**src/verilog/ldtt_defs.vh**
```
// constants for the line dip, interrupt and thermal trigger block
`ifndef LDTT_DEFS_VH
`define LDTT_DEFS_VH

// register addresses on the serial port (6-bit)
`define LDTT_ADDR_FLAGS 6'h04
`define LDTT_ADDR_FLAGS_RC 6'h05
`define LDTT_ADDR_MODE 6'h06
`define LDTT_ADDR_MASK 6'h07
`define LDTT_ADDR_DIP_THR 6'h08
`define LDTT_ADDR_DIP_CYC 6'h09
`define LDTT_ADDR_THERMAL 6'h0a
`define LDTT_ADDR_ZXT_LO 6'h0e
`define LDTT_ADDR_ZXT_HI 6'h0f

// command byte layout
`define LDTT_CMD_WR_BIT 7
`define LDTT_CMD_ADDR_MSB 5

// mode register fields
`define LDTT_MODE_DIP_DIS 3
`define LDTT_MODE_TEMP_GO 5

// interrupt flag positions
`define LDTT_FLAG_DIP 3
`define LDTT_FLAG_TEMP 5

// reset values
`define LDTT_RST_MODE 8'h00
`define LDTT_RST_MASK 8'h00
`define LDTT_RST_DIP_THR 8'h00
`define LDTT_RST_DIP_CYC 8'hff
`define LDTT_RST_ZXT 12'hfff

// timing in master clock cycles
`define LDTT_ZXT_PRESCALE 8'h80
`define LDTT_TEMP_DELAY 5'h18

`endif

```
**src/verilog/ldtt_sync.v**
```verilog
// two flip-flop synchroniser for signals from outside the clock domain
`timescale 1ns/1ps
`default_nettype none
module ldtt_sync #(
	parameter WIDTH = 1,
	parameter [WIDTH-1:0] RST_VAL = {WIDTH{1'b0}}
) (
	input wire core_clk,
	input wire arst_n,
	input wire [WIDTH-1:0] async_in,
	output wire [WIDTH-1:0] sync_out
);
	reg [WIDTH-1:0] meta_ff;
	reg [WIDTH-1:0] sync_ff;

	// meta_ff is read by sync_ff only
	always @(posedge core_clk or negedge arst_n) begin
		if (!arst_n) begin
			meta_ff <= RST_VAL;
			sync_ff <= RST_VAL;
		end else begin
			meta_ff <= async_in;
			sync_ff <= meta_ff;
		end
	end

	assign sync_out = sync_ff;
endmodule // ldtt_sync
`default_nettype wire

```
**src/verilog/ldtt_spi.v**
```verilog
// serial port slave: command byte then one data byte, msb first
`timescale 1ns/1ps
`default_nettype none
`include "ldtt_defs.vh"
module ldtt_spi (
	input wire core_clk,
	input wire arst_n,
	input wire sclk_s,
	input wire cs_n_s,
	input wire din_s,
	input wire [7:0] rd_data,
	output wire [7:0] cmd,
	output wire cmd_done,
	output wire data_done,
	output wire [7:0] wr_data,
	output wire dout,
	output wire dout_oe_n
);
	reg sclk_d_ff;
	reg [4:0] bit_cnt_ff;
	reg [7:0] sh_in_ff;
	reg [7:0] cmd_ff;
	reg [7:0] sh_out_ff;
	reg dout_ff;
	reg cmd_done_ff;
	reg data_done_ff;
	wire fall;
	wire rise;

	assign fall = sclk_d_ff & ~sclk_s;
	assign rise = ~sclk_d_ff & sclk_s;

	always @(posedge core_clk or negedge arst_n) begin
		if (!arst_n) begin
			sclk_d_ff <= 1'b1;
			bit_cnt_ff <= 5'h00;
			sh_in_ff <= 8'h00;
			cmd_ff <= 8'h00;
			sh_out_ff <= 8'h00;
			dout_ff <= 1'b0;
			cmd_done_ff <= 1'b0;
			data_done_ff <= 1'b0;
		end else begin
			sclk_d_ff <= sclk_s;
			cmd_done_ff <= 1'b0;
			data_done_ff <= 1'b0;
			if (cs_n_s) begin
				bit_cnt_ff <= 5'h00;
			end else begin
				if (fall) begin
					sh_in_ff <= {sh_in_ff[6:0], din_s};
					// extra bytes in one frame are ignored
					if (bit_cnt_ff != 5'h10) begin
						bit_cnt_ff <= bit_cnt_ff + 5'h01;
					end
					if (bit_cnt_ff == 5'h07) begin
						cmd_ff <= {sh_in_ff[6:0], din_s};
						cmd_done_ff <= 1'b1;
					end
					if (bit_cnt_ff == 5'h0f) begin
						data_done_ff <= 1'b1;
					end
				end
				if (cmd_done_ff) begin
					dout_ff <= rd_data[7];
					sh_out_ff <= {rd_data[6:0], 1'b0};
				end else if (rise && bit_cnt_ff > 5'h08) begin
					// msb is held through the first data clock
					dout_ff <= sh_out_ff[7];
					sh_out_ff <= {sh_out_ff[6:0], 1'b0};
				end
			end
		end
	end

	assign cmd = cmd_ff;
	assign cmd_done = cmd_done_ff;
	assign data_done = data_done_ff;
	assign wr_data = sh_in_ff;
	assign dout = dout_ff;
	assign dout_oe_n = cs_n_s;
endmodule // ldtt_spi
`default_nettype wire

```
**src/verilog/ldtt_top.v**
```verilog
// dip detector, interrupt flags and thermal trigger of the metering core
// Overview of operation
// - count below-threshold half-cycles; alert low when count reaches cycle setting
// - dip event sets dip flag regardless of enable
// - enabled dip flag pulls interrupt request low
// - alert released once channel-2 magnitude reaches threshold
// - compare threshold with abs of msb byte of sample shifted left
// - below only when threshold strictly greater than that byte
// - while analog supply is low crossings, dip detection and the crossing timeout stay inactive
// - dip alert is low during reset
// - every event sets its flag independent of the mask
// - request low while any flag and its mask bit are set
// - reading 05h returns flags and clears them
// - request high at end of the read command byte
// - request held high until status byte shifted out, then re-evaluated
// - events during the clearing read stay pending
// - mode bit 5 starts temperature measurement at next zero crossing
// - at that crossing the sensor is routed into channel-1 converter
// - thermal reading written 24 master clocks after the crossing
// - finished conversion pulls request low when mask bit 5 set
// - thermal reading is signed, about one code per degree
// - 12-bit crossing timeout, 128-clock tick, reload on crossing, dip at zero
`timescale 1ns/1ps
`default_nettype none
`include "ldtt_defs.vh"
module ldtt_top #(
	parameter SAMPLE_W = 20
) (
	input wire core_clk,
	input wire arst_n,
	input wire sclk,
	input wire cs_n,
	input wire din,
	output wire dout,
	output wire dout_oe_n,
	input wire [SAMPLE_W-1:0] ch2_sample,
	input wire ch2_valid,
	input wire supply_ok,
	input wire [7:0] thermal_code,
	input wire [7:0] ext_events,
	output wire dip_alert_n_o,
	output wire dip_alert_n_oe_n,
	output wire irq_n_o,
	output wire irq_n_oe_n,
	output wire zero_cross_out,
	output wire temp_route_sel,
	output wire energy_accum_en
);
	wire sclk_s;
	wire cs_n_s;
	wire din_s;
	wire supply_s;
	wire [7:0] cmd;
	wire cmd_done;
	wire data_done;
	wire [7:0] wr_data;
	reg [7:0] rd_data;

	reg [7:0] mode_ff;
	reg [7:0] mask_ff;
	reg [7:0] thr_ff;
	reg [7:0] cyc_ff;
	reg [11:0] zxt_set_ff;
	reg [7:0] flags_ff;
	reg [7:0] thermal_ff;
	reg dip_alert_ff;
	reg [7:0] hc_cnt_ff;
	reg sign_ff;
	reg zc_ff;
	reg [6:0] pre_ff;
	reg [11:0] zxt_ff;
	reg temp_busy_ff;
	reg [4:0] temp_cnt_ff;
	reg irq_hold_ff;
	reg rc_pend_ff;

	wire [7:0] nxt_flags;
	wire [7:0] hw_evt;
	reg [7:0] mag;
	wire [SAMPLE_W-1:0] shifted;
	wire [7:0] msb_byte;
	wire below;
	wire zc;
	wire dip_hc_evt;
	wire dip_zxt_evt;
	wire dip_evt;
	wire temp_done;
	wire wr_en;
	wire rc_cmd;

	function [7:0] abs8;
		input [7:0] v;
		begin
			if (!v[7])
				abs8 = v;
			else if (v == 8'h80)
				// -128 has no positive byte, so it saturates
				abs8 = 8'h7f;
			else
				abs8 = ~v + 8'h01;
		end
	endfunction

	// one place that knows where the address sits in the command byte
	function [5:0] reg_addr;
		input [7:0] c;
		begin
			reg_addr = c[`LDTT_CMD_ADDR_MSB:0];
		end
	endfunction

	localparam [7:0] PRE_LAST8 = `LDTT_ZXT_PRESCALE - 8'h01;
	localparam [6:0] PRE_LAST = PRE_LAST8[6:0];

	// link pins and the supply monitor cross in through two flops

	ldtt_sync #(.WIDTH(4), .RST_VAL(4'b1110)) u_sync (
		.core_clk(core_clk),
		.arst_n(arst_n),
		.async_in({sclk, cs_n, din, supply_ok}),
		.sync_out({sclk_s, cs_n_s, din_s, supply_s})
	);

	ldtt_spi u_spi (
		.core_clk(core_clk),
		.arst_n(arst_n),
		.sclk_s(sclk_s),
		.cs_n_s(cs_n_s),
		.din_s(din_s),
		.rd_data(rd_data),
		.cmd(cmd),
		.cmd_done(cmd_done),
		.data_done(data_done),
		.wr_data(wr_data),
		.dout(dout),
		.dout_oe_n(dout_oe_n)
	);

	assign wr_en = data_done & cmd[`LDTT_CMD_WR_BIT];
	assign rc_cmd = cmd_done & ~cmd[`LDTT_CMD_WR_BIT] &
		(reg_addr(cmd) == `LDTT_ADDR_FLAGS_RC);

	// dip comparison value from the shifted sample
	assign shifted = {ch2_sample[SAMPLE_W-2:0], 1'b0};
	always @* begin
		mag = abs8(shifted[SAMPLE_W-1:SAMPLE_W-8]);
	end
	assign msb_byte = mag;
	assign below = thr_ff > msb_byte;

	// sign change between samples marks a crossing
	// a zero sample counts as positive: only the sign bit is judged
	assign zc = ch2_valid & supply_s & (ch2_sample[SAMPLE_W-1] != sign_ff);
	// limitation: a cycle setting of 00h fires from the count only once it has saturated at FFh
	assign dip_hc_evt = zc & below & (hc_cnt_ff + 8'h01 == cyc_ff);
	assign dip_zxt_evt = supply_s & (pre_ff == PRE_LAST) &
		(zxt_ff == 12'h001);
	assign dip_evt = dip_hc_evt | dip_zxt_evt;
	assign temp_done = temp_busy_ff & (temp_cnt_ff == 5'h01);

	always @* begin
		case (reg_addr(cmd))
		`LDTT_ADDR_FLAGS: rd_data = flags_ff;
		`LDTT_ADDR_FLAGS_RC: rd_data = flags_ff;
		`LDTT_ADDR_MODE: rd_data = mode_ff;
		`LDTT_ADDR_MASK: rd_data = mask_ff;
		`LDTT_ADDR_DIP_THR: rd_data = thr_ff;
		`LDTT_ADDR_DIP_CYC: rd_data = cyc_ff;
		`LDTT_ADDR_THERMAL: rd_data = thermal_ff;
		`LDTT_ADDR_ZXT_LO: rd_data = zxt_set_ff[7:0];
		`LDTT_ADDR_ZXT_HI: rd_data = {4'h0, zxt_set_ff[11:8]};
		default: rd_data = 8'h00;
		endcase
	end

	// clear first, then events, so a late event survives the read
	assign hw_evt = ({7'h00, dip_evt} << `LDTT_FLAG_DIP) |
		({7'h00, temp_done} << `LDTT_FLAG_TEMP);
	genvar fi;
	generate
		for (fi = 0; fi < 8; fi = fi + 1) begin : g_flag
			assign nxt_flags[fi] = (flags_ff[fi] & ~rc_cmd) |
				ext_events[fi] | hw_evt[fi];
		end
	endgenerate

	always @(posedge core_clk or negedge arst_n) begin
		if (!arst_n) begin
			mode_ff <= `LDTT_RST_MODE;
			mask_ff <= `LDTT_RST_MASK;
			thr_ff <= `LDTT_RST_DIP_THR;
			cyc_ff <= `LDTT_RST_DIP_CYC;
			zxt_set_ff <= `LDTT_RST_ZXT;
		end else if (wr_en) begin
			// read-only and unmapped addresses fall through unchanged
			case (reg_addr(cmd))
			`LDTT_ADDR_MODE: mode_ff <= wr_data;
			`LDTT_ADDR_MASK: mask_ff <= wr_data;
			`LDTT_ADDR_DIP_THR: thr_ff <= wr_data;
			`LDTT_ADDR_DIP_CYC: cyc_ff <= wr_data;
			`LDTT_ADDR_ZXT_LO: zxt_set_ff[7:0] <= wr_data;
			`LDTT_ADDR_ZXT_HI: zxt_set_ff[11:8] <= wr_data[3:0];
			default: mode_ff <= mode_ff;
			endcase
		end else if (zc && mode_ff[`LDTT_MODE_TEMP_GO]) begin
			// start bit self-clears once the conversion is launched
			mode_ff[`LDTT_MODE_TEMP_GO] <= 1'b0;
		end
	end

	// dip detection, held idle while the supply is low
	always @(posedge core_clk or negedge arst_n) begin
		if (!arst_n) begin
			dip_alert_ff <= 1'b1;
			hc_cnt_ff <= 8'h00;
			sign_ff <= 1'b0;
			zc_ff <= 1'b0;
		end else if (!supply_s) begin
			hc_cnt_ff <= 8'h00;
		end else begin
			if (ch2_valid) begin
				sign_ff <= ch2_sample[SAMPLE_W-1];
				zc_ff <= ~ch2_sample[SAMPLE_W-1];
			end
			if (ch2_valid && !below) begin
				hc_cnt_ff <= 8'h00;
				dip_alert_ff <= 1'b0;
			end else if (zc) begin
				if (hc_cnt_ff != 8'hff)
					hc_cnt_ff <= hc_cnt_ff + 8'h01;
			end
			if (dip_evt && !mode_ff[`LDTT_MODE_DIP_DIS])
				dip_alert_ff <= 1'b1;
		end
	end

	// crossing timeout: 128-clock tick, stops at zero until next crossing
	always @(posedge core_clk or negedge arst_n) begin
		if (!arst_n) begin
			pre_ff <= 7'h00;
			zxt_ff <= `LDTT_RST_ZXT;
		end else if (zc) begin
			pre_ff <= 7'h00;
			zxt_ff <= zxt_set_ff;
		end else if (supply_s) begin
			pre_ff <= pre_ff + 7'h01;
			if (pre_ff == PRE_LAST && zxt_ff != 12'h000)
				zxt_ff <= zxt_ff - 12'h001;
		end
	end

	// thermal conversion sequencer
	// thermal_code must be settled by the time the count expires
	always @(posedge core_clk or negedge arst_n) begin
		if (!arst_n) begin
			temp_busy_ff <= 1'b0;
			temp_cnt_ff <= 5'h00;
			thermal_ff <= 8'h00;
		end else if (!temp_busy_ff) begin
			if (zc && mode_ff[`LDTT_MODE_TEMP_GO]) begin
				temp_busy_ff <= 1'b1;
				temp_cnt_ff <= `LDTT_TEMP_DELAY;
			end
		end else begin
			temp_cnt_ff <= temp_cnt_ff - 5'h01;
			if (temp_done) begin
				temp_busy_ff <= 1'b0;
				thermal_ff <= thermal_code;
			end
		end
	end

	// request masking across a clearing status read
	always @(posedge core_clk or negedge arst_n) begin
		if (!arst_n) begin
			flags_ff <= 8'h00;
			irq_hold_ff <= 1'b0;
			rc_pend_ff <= 1'b0;
		end else begin
			flags_ff <= nxt_flags;
			if (rc_cmd) begin
				irq_hold_ff <= 1'b1;
				rc_pend_ff <= 1'b1;
			end else if (rc_pend_ff && (data_done || cs_n_s)) begin
				// an aborted frame also frees the line
				irq_hold_ff <= 1'b0;
				rc_pend_ff <= 1'b0;
			end
		end
	end

	// open-drain pins: data tied low, only the enables move
	assign irq_n_o = 1'b0;
	assign irq_n_oe_n = ~(|(flags_ff & mask_ff)) | irq_hold_ff;
	assign dip_alert_n_o = 1'b0;
	assign dip_alert_n_oe_n = ~dip_alert_ff;
	assign zero_cross_out = zc_ff;
	assign temp_route_sel = temp_busy_ff;
	assign energy_accum_en = supply_s;
endmodule // ldtt_top
`default_nettype wire

```
**config.mk**
```make
export PLATFORM = sky130hd
export DESIGN_NAME = ldtt_top
export DESIGN_NICKNAME = d
export VERILOG_FILES = /design/src/verilog/ldtt_sync.v /design/src/verilog/ldtt_spi.v /design/src/verilog/ldtt_top.v
export VERILOG_INCLUDE_DIRS = /design/src /design/src/verilog
export SDC_FILE = /design/constraint.sdc
export NUM_CORES = 1
export LEC_CHECK = 0
export BUFFER_PORTS_ARGS = -buffer_cell sky130_fd_sc_hd__buf_2
export CORE_MARGIN = 2
export CORE_UTILIZATION = 30
export DETAILED_ROUTE_END_ITERATION = 7
export PLACE_DENSITY = 0.47
export SLEW_MARGIN = 10
export SYNTH_ARGS = -nofsm -noshare
export SYNTH_HDL_FRONTEND = slang
export SYNTH_SLANG_ARGS = --single-unit
```
**constraint.sdc**
```tcl
create_clock -name core_clk -period 2 [get_ports core_clk]
set_input_delay 0.4 -clock core_clk [delete_from_list [all_inputs] [get_ports core_clk]]
set_output_delay 0.4 -clock core_clk [all_outputs]
set_load 0.02 [all_outputs]
```
* Yosys cells after proc, flatten, opt, wreduce, memory -nomap -nowiden
Cells that the tools add are included.
Operators by class: $add $sub $neg 6, $lt $le $gt $ge 2, equal/unequal tests 22, muxes and demuxes 37, bitwise operators 49, reduce and logical (&&, ||, !) cells 37
Operators with widths (count):
- $mux W8 | 8
- $pmux W8 S8 | 1
- $mux W12 | 3
- $eq A6 B4 Y1 const B | 5
- $reduce_and A2 Y1 | 15
- $mux W5 | 5
- $eq A6 B3 Y1 const B | 4
- $and A1 B1 Y1 | 20
- $reduce_bool A2 Y1 | 9
- $mux W1 | 17
- $add A8 B1 Y8 const B | 2
- $or A1 B1 Y1 | 16
- $mux W7 | 2
- $eq A12 B1 Y1 const B | 1
- $reduce_bool A12 Y1 | 1
- $sub A12 B1 Y12 const B | 1
- $and A8 B8 Y8 | 1
- $eq A8 B8 Y1 | 1
- $eq A8 B8 Y1 const B | 1
- $gt A8 B8 Y1 | 1
- $ne A8 B8 Y1 const B | 1
- $not A1 Y1 | 8
- $not A8 Y8 | 1
- $reduce_or A8 Y1 | 1
- 20 further kinds | 28
Word-level totals: flip-flop bits (word level) 138, input port bits 43, output and inout bits 9, logic and storage cells 181

* Depth between registers and ports, before layout
Gate-level depths: netlist (run 1).
depth after elaboration 11, depth in mapped cells 12, gate-level depth less buffers 11

* Hierarchy
A second synthesis (run 1) with hierarchy kept.
Second synthesis, totals: cells, all modules 611, area, all modules 6932.9 um^2
By module, submodules not included:
- ldtt_top | instances 1, cells an instance 500, area an instance 5291.3 um^2, sequential area each 2468.6 um^2
- ldtt_spi | instances 1, cells an instance 103, area an instance 1433.9 um^2, sequential area each 802.0 um^2
- ldtt_sync | instances 1, cells an instance 8, area an instance 207.7 um^2, sequential area each 207.7 um^2

* Worst setup path before layout (run 1)
No wires, ideal clock.
kind input to register, from input ch2_sample[18], to register hc_cnt_ff[0], library setup time 137 ps, arrival 2545 ps, required time 1863 ps, setup slack -681 ps, stages on the path 12, buffers on the path 2, cell sequence clkbuf_1 nor4b_1 and3_1 clkbuf_1 a211oi_1 ha_1 nor2b_1 o211ai_1 a21oi_1 o22a_1 o21ai_1 nor2_1
On the way: cells in the longest elaborated chain, start to end 9, elaborated cells between the ends (all ways) 13, those cells by class add/sub (1); order compare (1); eq/ne (3); mux (4); bitwise (1); reduce/logical (3)
RTL lines:
- from (decl) | RTL line ldtt_top.v:36 | input wire [SAMPLE_W-1:0] ch2_sample,
- $not A8 Y8 | RTL line ldtt_top.v:100 | abs8 = ~v + 8'h01;
- $add A8 B1 Y8 | RTL line ldtt_top.v:100
- $mux W8 | RTL line ldtt_top.v:96 | else if (v == 8'h80)
- $mux W8 * | RTL line ldtt_top.v:94 | if (!v[7])
- $gt A8 B8 Y1 * | RTL line ldtt_top.v:149 | assign below = thr_ff > msb_byte;
- $logic_not A1 Y1 * | RTL line ldtt_top.v:225 | if (ch2_valid && !below) begin
- $logic_and A1 B1 Y1 * | RTL line ldtt_top.v:225
- $ne A3 B3 Y1 (no source line) or $mux W8 (tied branches)
- $reduce_and A2 Y1 (no source line) or $mux W8 (tied branches)
- to (signal assigned) | RTL line ldtt_top.v:230 | hc_cnt_ff <= hc_cnt_ff + 8'h01;
- to (decl) | RTL line ldtt_top.v:67 | reg [7:0] hc_cnt_ff;
Mark *: on every way between the ends. The rest lies on a longest branch, timed or not. A chain may end at the register's enable or synchronous reset.

* Worst setup path after layout (run 1)
from input ch2_sample[17], to register hc_cnt_ff[0]
The elaborated chain is that of the path after synthesis.

==> metrics.cfg, run 1 <==
[floorplanning]
num_rows=54
dieHeight_um=153.2
fp.dieW_um=153.2
die_area_um2=23480
io_pins=52
coreArea_um2=21820
start_util_pct=30.62

[yosys]
synth_area_per_cell_um2=11.25
synth.distinct_cells=66
async_reset_ff_share_pct=100.0
ys_ff_latch=136
synth_top_family_by_area=simple AND/OR/NAND/NOR gates
yosysTopAreaCellShare_pct=35.96
synth-adder-area-share_pct=3.371
synth_top_area_cell=dfrtp_1
synth-xor-area-share_pct=4.850
yosysMostFrequentCell=dfrtp_1
yosysSeqAreaShare_pct=51.69
synth_warnings=0
synth-simple-area-share_pct=16.01
synth_edf_count=0
synth_compound_area_share_pct=11.24
synth_common_cells=dfrtp_1 (96), nand2_1 (67), mux2_2 (60), dfstp_2 (40), nor2_1 (39)
muxShareOfSynthArea_pct=10.41
synth_area_leaders=dfrtp_1 (36%), dfstp_2 (16%), mux2_2 (10%), nand2_1 (3.8%), ha_1 (3.4%)
syn_inst=594
syn_area_um2=6681
synth_flop_cell=dfrtp_1

[clock_network]
clk_latency_ns=0.42
clockBufferDepth=2
cts-buffers-inserted=17
cts_max_level=4
clkTransAtPathRegs_ns=0.06
clockRootBuffer=clkbuf_16
cts_tree=yes
clock-sinks=136

[timing]
setup_tns_ns=-0.7477
fmax_mhz=480.2
finalWorstSetupSlack_ns=-0.08244
finalCritPeriodShare_pct=104.1
skew_ns=0.008613
rsz0062_at_grt=yes
drv_slew=0
hold_viol=0
fin_crit_ns=2.082
setup_violations=16

[routing]
num_vias=5046
via_per_inst=5.056
drcViolationCount=0
antenna_left=0
drtPass1Iterations=6
drtIter0Drc=285
routed_wl_um=17470
avgRoutedWirePerCell_um=17.51

[pwr]
leakage_nw=3.752
irDropWorstVdd_mv=0.5506
powerDensity_nw_per_um2=816.2
p_total_mw=7.070

[layout]
fill_cells=2088
register_area_um2=3453
fin_nets=766
syn2layout_area_growth_pct=29.64
utilization_pct=39.69
drive_above_1_share_pct=40.53
antennaDiodeCount=0
multi_input_area_um2=3316

[status]
status=complete, but fails checks
violations=setup timing

[placement]
place_ws_ns=-0.5873
port_buffers=38
place_congestion=0.8059
dp_hpwl_um=12610

[critical_path]
cp_data_required_time_ns=2.30
worstPathMaxFanout=8
cp_slowest_cell=ha_1
cp_data_arrival_time_ns=2.38
path_buf_inv=1
end_kind=flip-flop
critPathKind=in -> reg
crit_chain=buf_6 > nor4b_4 > and3_4 > a211oi_2 > ha_1 > nor2b_4 > o211ai_1 > a21oi_1 > o22a_2 > o21ai_4 > nor2_1
startpoint_type=primary input
slowest_delay_ns=0.32
crit_family=compound AO/OA/AOI/OAI gates

[global_routing]
grt-ovfl-total=0
gr-usage-all-layers_pct=15.16
grt_pass1_vias=5103
grt_first_pass_wirelength_um=28030
antenna_found_initial=0
grt_max_degree=50

[run]
cap_violations=0

[worst_hold_path]
hp-class=in -> reg

-- what timing repair did --
item / CTS / global route
hold buffers: 1 / 0
setup endpoints to repair: 49 / 47
hold endpoints to repair: 23 / 0
setup buffers: 1 / 5
gates resized for setup: 18 / 41
cloned: 0 / 2
pin swaps: 14 / 21
-- layout by cell type (no fill, tap or decap), types with 12 or more instances in the layout --
cell type,n
dfrtp_1,96
nand2_1,67
buf_4,64
mux2_2,46
dfstp_2,40
buf_2,35
nor2_1,34
xnor2_1,21
clkbuf_16,19
o21ai_0,17
xor2_1,16
inv_1,15
nand4_1,14
mux2_4,14
ha_1,14
a22oi_1,13
nand3_1,12
a222oi_1,12
-- through the flow --
step	cell area, um2	instances	hold WS (ns)
CTS	8433	992	0.04645
global placement	7722	958	0.3430
detailed placement	7722	958	0.3479
finish	8662	998	0.06903
floorplan	6749	595	0.1044
global route	8662	998	0.05363
-- area by class of cell --
cell class	count	share of cell area (%)
clock buffer	18	5.070
timing repair buffer	111	9.837
multi-input combinational	421	38.28
sequential	136	39.87
inverter	18	0.7800
clock inverter	14	2.123
tap	280	4.044
-- report_power, final --
group	internal [mW]	total, mW	switching (mW)
registers	2.91	3.20	0.285
clock network	2.03	3.32	1.29
logic	0.281	0.556	0.274
-- registers in the layout, summed over array words and instances, names as in the netlist, 5 cells and up --
name	flops
u_spi.wr_data	8
thr_ff	8
cyc_ff	8
mode_ff	8
thermal_ff	8
zxt_ff	12
hc_cnt_ff	8
flags_ff	8
u_spi.bit_cnt_ff	5
mask_ff	8
pre_ff	7
u_spi.cmd	7
temp_cnt_ff	5
u_spi.sh_out_ff	7
zxt_set_ff	12
-- layer usage --
metal / routed length [um] / vias up / global-route usage, %
met5: 0 / - / 0
met2: 8553 / 88 / 24.49
met4: 96 / 0 / 2.822
met1: 8167 / 2539 / 20.94
met3: 653 / 10 / 3.629
li1: - / 2409 / -
-- final timing paths --
check	from	to	slack [ns]	cells past startpoint
hold reg to reg	u_sync.meta_ff[0]$_DFF_PN0_	u_sync.sync_out[0]$_DFF_PN0_	0.35	0
min in group asynchronous	arst_n	u_sync.meta_ff[0]$_DFF_PN0_	0.45	2
setup reg to reg	u_spi.cmd[5]$_DFFE_PN0P_	mode_ff[1]$_DFFE_PN0P_	-0.05	5
setup / recovery	ch2_sample[17]	hc_cnt_ff[0]$_DFFE_PN0P_	-0.08	11
hold / removal	sclk	u_sync.meta_ff[3]$_DFF_PN1_	0.07	1
max in group asynchronous	arst_n	zxt_ff[6]$_DFFE_PN1P_	0.81	3
-- worst register-to-register path, delay by kind of cell, from the launching register on --
family	cells	cell delay [ns]
and+or+nand+nor	2	0.88
DFF	1	0.41
buffers and inverters	2	0.36
muxes	1	0.29
-- kinds of logic (layout without fill, tap and decap cells) --
family	Yosys count	in the layout
DFF	136	136
AOI/OAI and AO/OA	104	104
and+or+nand+nor	198	198
buffers and inverters	38	161
other	1	2
muxes	62	62
xor gates and xnor gates	37	37
adders and majority gates	18	18
No activity file was read; power rests on OpenSTA's default activity.
==> inputs of run 2 (changes only) <==
==> constraint.sdc (replaced) <==
create_clock -name core_clk -period 1.8 [get_ports core_clk]
set_input_delay 0.36 -clock core_clk [delete_from_list [all_inputs] [get_ports core_clk]]
set_output_delay 0.36 -clock core_clk [all_outputs]
set_load 0.02 [all_outputs]
==> run 2 against run 1 <==
  * The run still ends with setup timing left
  * Count of clock-buffer cells in the layout unchanged
  * Flip-flop and latch count unchanged
  * Via count up 4.5%
  * Critical endpoint is now thr_ff[1]$_DFFE_PN0P_
  * Die area did not move
  * Critical path type is now reg -> reg
  * Sequential share of layout area down 3.1 points
  * Worst hold slack got worse by 0.043 ns
  * Global-route usage is 0.97 points higher
  * Non-clock buffer count rose by 45
  * Sequential power increased by 11%
==> metrics.cfg, run 2 (synthesis results as in run 1) <==
[status]
status=complete, but fails checks  ; unchanged
violations=setup timing  ; unchanged

[global_routing]
grt_pass1_vias=5572  ; was 5,103
grt_first_pass_wirelength_um=29950  ; was 28,030 um
grt-ovfl-total=0  ; unchanged
antenna_found_initial=0  ; unchanged
gr-usage-all-layers_pct=16.13  ; was 15.16%
grt_max_degree=41  ; was 50

[pwr]
leakage_nw=4.099  ; was 3.752 nW
irDropWorstVdd_mv=0.6653  ; was 0.5506 mV
p_total_mw=8.076  ; was 7.070 mW
powerDensity_nw_per_um2=859.7  ; was 816.2 nW/um2

[placement]
place_congestion=0.8333  ; was 0.8059
place_ws_ns=-0.7545  ; was -0.5873 ns
port_buffers=38  ; unchanged
dp_hpwl_um=13210  ; was 12,610 um

[layout]
syn2layout_area_growth_pct=40.60  ; was 29.64%
mostFrequentLayoutCell=buf_4  ; was dfrtp_1
biggestRegsByFlops=zxt_ff (12), zxt_set_ff (12)  ; unchanged
drive_above_1_share_pct=48.75  ; was 40.53%
fin_nets=811  ; was 766
antennaDiodeCount=0  ; unchanged
utilization_pct=43.05  ; was 39.69%
mostFrequentLayoutCells=buf_4 (95), dfrtp_1 (93), nand2_1 (58)  ; was dfrtp_1 (96), nand2_1 (67), buf_4 (64)

[routing]
avgRoutedWirePerCell_um=17.80  ; was 17.51 um
routed_wl_um=18570  ; was 17,470 um
num_vias=5275  ; was 5,046
drtPass1Iterations=6  ; unchanged
drcViolationCount=0  ; unchanged
drtIter0Drc=290  ; was 285
via_per_inst=5.058  ; was 5.056
antenna_left=0  ; unchanged

[clock_network]
cts-buffers-inserted=17  ; unchanged
cts_tree=yes  ; unchanged
clockBufferDepth=2  ; unchanged
clockRootBuffer=clkbuf_16  ; unchanged
clk_latency_ns=0.43  ; was 0.42 ns
clkTransAtPathRegs_ns=0.06  ; about the same
cts_max_level=4  ; unchanged
clock-sinks=136  ; unchanged

[timing]
skew_ns=0.007070  ; was 0.008613 ns
finalWorstSetupSlack_ns=-0.2365  ; was -0.08244 ns
tightestPinTransition_ns=0.5064
fmax_mhz=491.0
fin_crit_ns=2.036
fin_hold_ws_ns=0.02559  ; was 0.06903 ns
finalCritPeriodShare_pct=113.1
setup_tns_ns=-7.048  ; was -0.7477 ns
drv_slew=0  ; unchanged
slew_headroom_pct=66.24
rsz0062_at_grt=yes  ; unchanged
setup_violations=61  ; was 16
hold_viol=0  ; unchanged

[critical_path]
worstPathMaxFanout=4  ; was 8
cp_slowest_cell=or4b_4  ; was ha_1
reg2reg_depth=6  ; was 5
r2r-start=u_spi.cmd[5]$_DFFE_PN0P_  ; unchanged
cp_data_required_time_ns=2.11  ; was 2.30 ns
regToRegSetupSlack_ns=-0.24  ; was -0.05 ns
startpoint_type=flip-flop  ; was primary input
end_kind=flip-flop  ; unchanged
slowest_delay_ns=0.61  ; was 0.32 ns
crit_chain=or4b_4 > buf_6 > nor4_4 > buf_4 > clkbuf_16 > mux2_4  ; was buf_6 > nor4b_4 > and3_4 > a211oi_2 > ha_1 > nor2b_4 > o211ai_1 > a21oi_1 > o22a_2 > o21ai_4 > nor2_1
critPathKind=reg -> reg  ; was in -> reg
r2r_end=thr_ff[1]$_DFFE_PN0P_  ; was mode_ff[1]$_DFFE_PN0P_
cp_data_arrival_time_ns=2.34  ; was 2.38 ns

[run]
cap_violations=0  ; unchanged

[floorplanning]
coreArea_um2=21820  ; unchanged
io_pins=52  ; unchanged
dieHeight_um=153.2  ; unchanged
fp.dieW_um=153.2  ; unchanged
die_area_um2=23480  ; unchanged
num_rows=54  ; unchanged
start_util_pct=30.62  ; unchanged

[worst_hold_path]
hold_path_end=u_sync.meta_ff[3]$_DFF_PN1_  ; unchanged
hp-start=sclk  ; unchanged
hp-class=in -> reg  ; unchanged
whs_path_depth=1  ; unchanged

[run 2: repair_timing]
action	CTS	global route
endpoints found under the setup margin	76	80
cloned	0	1
endpoints found under the hold margin	26	0
gates resized for setup	66	48
hold buffers	1	0
pin swaps	42	44
setup buffers	14	19
[run 2: worst max path at each step]
stage                     slack [ns]  cells after the start                  endpoint                startpoint
after global routing           -0.28                     11  hc_cnt_ff[5]$_DFFE_PN0P_            ch2_sample[17]
after floorplan                -0.46                     12  hc_cnt_ff[6]$_DFFE_PN0P_            ch2_sample[18]
final                          -0.24                      6     thr_ff[1]$_DFFE_PN0P_  u_spi.cmd[5]$_DFFE_PN0P_
after global placement         -0.69                      9  hc_cnt_ff[7]$_DFFE_PN0P_            ch2_sample[16]
after detailed placement       -0.75                      9  hc_cnt_ff[0]$_DFFE_PN0P_            ch2_sample[16]
after CTS                      -0.19                      6     cyc_ff[2]$_DFFE_PN1P_  u_spi.cmd[2]$_DFFE_PN0P_
[run 2: area by class of cell]
| type | instances | area [um2] |
|---|---|---|
| Sequential cell | 136 | 3457 |
| Timing Repair Buffer | 156 | 1296 |
| Clock buffer | 18 | 439.2 |
| Inverter | 18 | 67.56 |
| Fill cell | 2068 | 12430 |
| Tap cell | 280 | 350.3 |
| Clock inverter | 14 | 196.4 |
| Multi-Input combinational cell | 421 | 3587 |
[run 2: worst max-delay path: cells and delay by family, from the launching register on]
kind	cells	cell delay, ns
flops	1	0.42
mux	1	0.29
buf+inv	3	0.48
simple gates	2	0.73
[run 2: layer usage]
metal	vias up	wire length [um]	track usage, %
met5	-	0	0
met4	0	247	3.836
met3	19	833	3.544
met2	131	8934	26.38
met1	2644	8555	21.89
li1	2481	-	-
[run 2: report_power, final]
group	internal (mW)	total [mW]	leakage (nW)	switching, mW
clock network	2.36	3.76	0.303	1.39
registers	3.24	3.56	1.65	0.324
logic	0.412	0.760	2.15	0.347
total	6.01	8.08	4.10	2.06
[run 2: metrics by stage]
| stage | std cells | instance area [um2] |
|---|---|---|
| after floorplan | 595 | 6907 |
| after global placement | 984 | 8093 |
| after detailed placement | 984 | 8093 |
| after CTS | 1029 | 9092 |
| after global routing | 1043 | 9394 |
| final | 1043 | 9394 |
==> inputs of run 3 (changes only) <==
--- a/config.mk
+++ b/config.mk
@@ -10,7 +10,7 @@
 export CORE_MARGIN = 2
 export CORE_UTILIZATION = 30
 export DETAILED_ROUTE_END_ITERATION = 7
-export PLACE_DENSITY = 0.47
+export PLACE_DENSITY = 0.46
 export SLEW_MARGIN = 10
 export SYNTH_ARGS = -nofsm -noshare
 export SYNTH_HDL_FRONTEND = slang
==> constraint.sdc (replaced) <==
create_clock -name core_clk -period 1.89 [get_ports core_clk]
set_input_delay 0.378 -clock core_clk [delete_from_list [all_inputs] [get_ports core_clk]]
set_output_delay 0.378 -clock core_clk [all_outputs]
set_load 0.02 [all_outputs]
==> run 3 against run 2 <==
  * The run still ends with setup timing left
  * Clock power shrank 15%
  * Via count shrank 3.1%
  * Global-route usage shrank 0.75 points
  * Routed wire length shrank 6.0%
  * Total power shrank 10%
  * Register-to-register slack gained 0.11 ns
  * Final cell count shrank 3.4%
  * Sequential power shrank 5%
  * Non-clock buffer count shrank 35
  * Design area shrank 4.9%
  * Die area is the same
  * Flip-flop and latch count is the same
  * Largest power group is now registers
==> metrics.cfg, run 3 (synthesis results as in run 1) <==
[layout]
syn2layout_area_growth_pct=33.67  ; was 40.60%
biggestRegsByFlops=zxt_ff (12), zxt_set_ff (12)  ; unchanged
drive_above_1_share_pct=44.78  ; was 48.75%
stdcell_area_um2=8931  ; was 9394 um2
fin_nets=776  ; was 811
antennaDiodeCount=0  ; unchanged
fill_cells=2038  ; was 2,068
mostFrequentLayoutCells=dfrtp_1 (94), buf_4 (60), nand2_1 (57)  ; was buf_4 (95), dfrtp_1 (93), nand2_1 (58)
mostFrequentLayoutCell=dfrtp_1  ; was buf_4

[routing]
routed_wl_um=17450  ; was 18,570 um
drtPass1Iterations=6  ; unchanged
antenna_left=0  ; unchanged
drtIter0Drc=409  ; was 290
avgRoutedWirePerCell_um=17.31  ; was 17.80 um
drcViolationCount=0  ; unchanged
num_vias=5109  ; was 5,275
via_per_inst=5.068  ; was 5.058

[pwr]
p_clk_share_pct=44.2  ; was 46.5%
seq_power_share_pct=46.5  ; was 44.1%
leakage_nw=3.888  ; was 4.099 nW
intPower_mw=5.217  ; was 6.014 mW
combinationalPowerShare_pct=9.3  ; was 9.4%
irDropWorstVdd_mv=0.5068  ; was 0.6653 mV
powerDensity_nw_per_um2=812.9  ; was 859.7 nW/um2
swShare_pct=28.14  ; was 25.53%
p_switching_mw=2.043  ; was 2.062 mW

[critical_path]
r2r_end=zxt_ff[4]$_DFFE_PN1P_  ; was thr_ff[1]$_DFFE_PN0P_
worstPathMaxFanout=5  ; was 4
critPathKind=in -> reg  ; was reg -> reg
regToRegSetupSlack_ns=-0.13  ; was -0.24 ns
end_kind=flip-flop  ; unchanged
startpoint_type=primary input  ; was flip-flop
cp_data_required_time_ns=2.19  ; was 2.11 ns
r2r-start=pre_ff[0]$_DFFE_PN0P_  ; was u_spi.cmd[5]$_DFFE_PN0P_
cp_data_arrival_time_ns=2.33  ; was 2.34 ns
reg2reg_depth=9  ; was 6

[timing]
finalCritPeriodShare_pct=107.3
setup_violations=20  ; was 61
skew_ns=0.01296  ; was 0.007070 ns
setup_tns_ns=-1.850  ; was -7.048 ns
drv_slew=0  ; unchanged
rsz0062_at_grt=yes  ; unchanged
hold_viol=0  ; unchanged
finalWorstSetupSlack_ns=-0.1383  ; was -0.2365 ns
fin_crit_ns=2.028
fmax_mhz=493.0

[floorplanning]
start_util_pct=30.62  ; unchanged
num_rows=54  ; unchanged
die_area_um2=23480  ; unchanged
dieHeight_um=153.2  ; unchanged
coreArea_um2=21820  ; unchanged
io_pins=52  ; unchanged
fp.dieW_um=153.2  ; unchanged

[clock_network]
clockBufferDepth=2  ; unchanged
cts_max_level=4  ; unchanged
clock-sinks=136  ; unchanged
cts-buffers-inserted=17  ; unchanged
clkTransAtPathRegs_ns=0.07  ; was 0.06 ns
cts_tree=yes  ; unchanged
clk_latency_ns=0.43  ; about the same
clockRootBuffer=clkbuf_16  ; unchanged

[global_routing]
grt_first_pass_wirelength_um=28390  ; was 29,950 um
grt_max_degree=46  ; was 41
gr-usage-all-layers_pct=15.38  ; was 16.13%
grt-ovfl-total=0  ; unchanged
antenna_found_initial=0  ; unchanged
grt_pass1_vias=5191  ; was 5,572

[worst_hold_path]
hp-class=in -> reg  ; unchanged
hold_path_end=u_sync.meta_ff[2]$_DFF_PN1_  ; was u_sync.meta_ff[3]$_DFF_PN1_
whs_path_depth=1  ; unchanged
hp-start=cs_n  ; was sclk

[status]
violations=setup timing  ; unchanged
status=complete, but fails checks  ; unchanged

[placement]
place_area_um2=7864  ; was 8093 um2
place_ws_ns=-0.7007  ; was -0.7545 ns
place_congestion=0.8223  ; was 0.8333
dp_hpwl_um=12690  ; was 13,210 um
port_buffers=38  ; unchanged

[run]
cap_violations=0  ; unchanged

run 3: cell count changes in the layout (fill, tap and decap cells not counted), sizes merged:
cell      change
buf          -32
bufinv        -4
clkbuf        -3
clkinv        -2
clkinvlp      -1
inv           +7
run 3: worst max-delay path, cell delays in order:
cell	delay, ns
buf_8	0.10
nor4b_4	0.28
and3_4	0.25
a211oi_2	0.04
ha_1	0.32
nor2b_4	0.13
o211ai_1	0.15
a21oi_1	0.09
o22a_2	0.23
o21ai_4	0.18
buf_6	0.14
a21oi_2	0.03
run 3: cell type report:
| class | count | area [um2] | share of cell area [%] |
|---|---|---|---|
| timing repair buffer | 121 | 994.7 | 11.14 |
| tap | 280 | 350.3 | 3.923 |
| clock buffer | 18 | 439.2 | 4.917 |
| clock inverter | 14 | 128.9 | 1.443 |
| inverter | 18 | 67.56 | 0.7565 |
| sequential | 136 | 3456 | 38.69 |
| multi-input combinational | 421 | 3495 | 39.13 |
run 3: metrics by stage:
step                instances  power (mW)  hold slack [ns]  util (%)
global route             1008       7.578          0.02385     40.92
detailed placement        964       4.030           0.2873     36.03
global placement          964       3.998           0.2833     36.03
CTS                      1002       7.289          0.02487     39.49
finish                   1008       7.260          0.04100     40.92
floorplan                 595       3.598          0.08241         -
run 3: per-layer routing:
metal / global-route usage, % / routed length, um / vias up
met5: 0 / 0 / -
met4: 3.880 / 159 / 0
met3: 3.232 / 604 / 15
met2: 24.96 / 8463 / 105
met1: 21.03 / 8223 / 2577
li1: - / - / 2412
run 3: how the worst max path moves through the flow:
stage	start	end	slack (ns)	depth (start not counted)
after detailed placement	ch2_sample[16]	hc_cnt_ff[7]$_DFFE_PN0P_	-0.70	9
after global placement	ch2_sample[16]	hc_cnt_ff[6]$_DFFE_PN0P_	-0.62	9
after global routing	ch2_sample[17]	hc_cnt_ff[6]$_DFFE_PN0P_	-0.27	12
after CTS	ch2_sample[15]	hc_cnt_ff[6]$_DFFE_PN0P_	-0.14	11
final	ch2_sample[17]	hc_cnt_ff[6]$_DFFE_PN0P_	-0.14	12
after floorplan	ch2_sample[18]	hc_cnt_ff[6]$_DFFE_PN0P_	-0.39	12
run 3: what timing repair did:
| action | in CTS | in global routing |
|---|---|---|
| setup endpoints to repair | 59 | 78 |
| pin swaps | 43 | 43 |
| endpoints found under the hold margin | 19 | 0 |
| hold buffers | 1 | 0 |
| buffers inserted | 6 | 8 |
| gates resized for setup | 41 | 73 |
run 3: power groups by stage:
stage                     clock network, mW  logic, mW  registers (mW)
final                                  3.21      0.672            3.38
after global routing                   3.42      0.753            3.40
after CTS                              3.29      0.626            3.37
after detailed placement                  0      0.612            3.42
after global placement                    0      0.588            3.41
after floorplan                           0      0.314            3.28
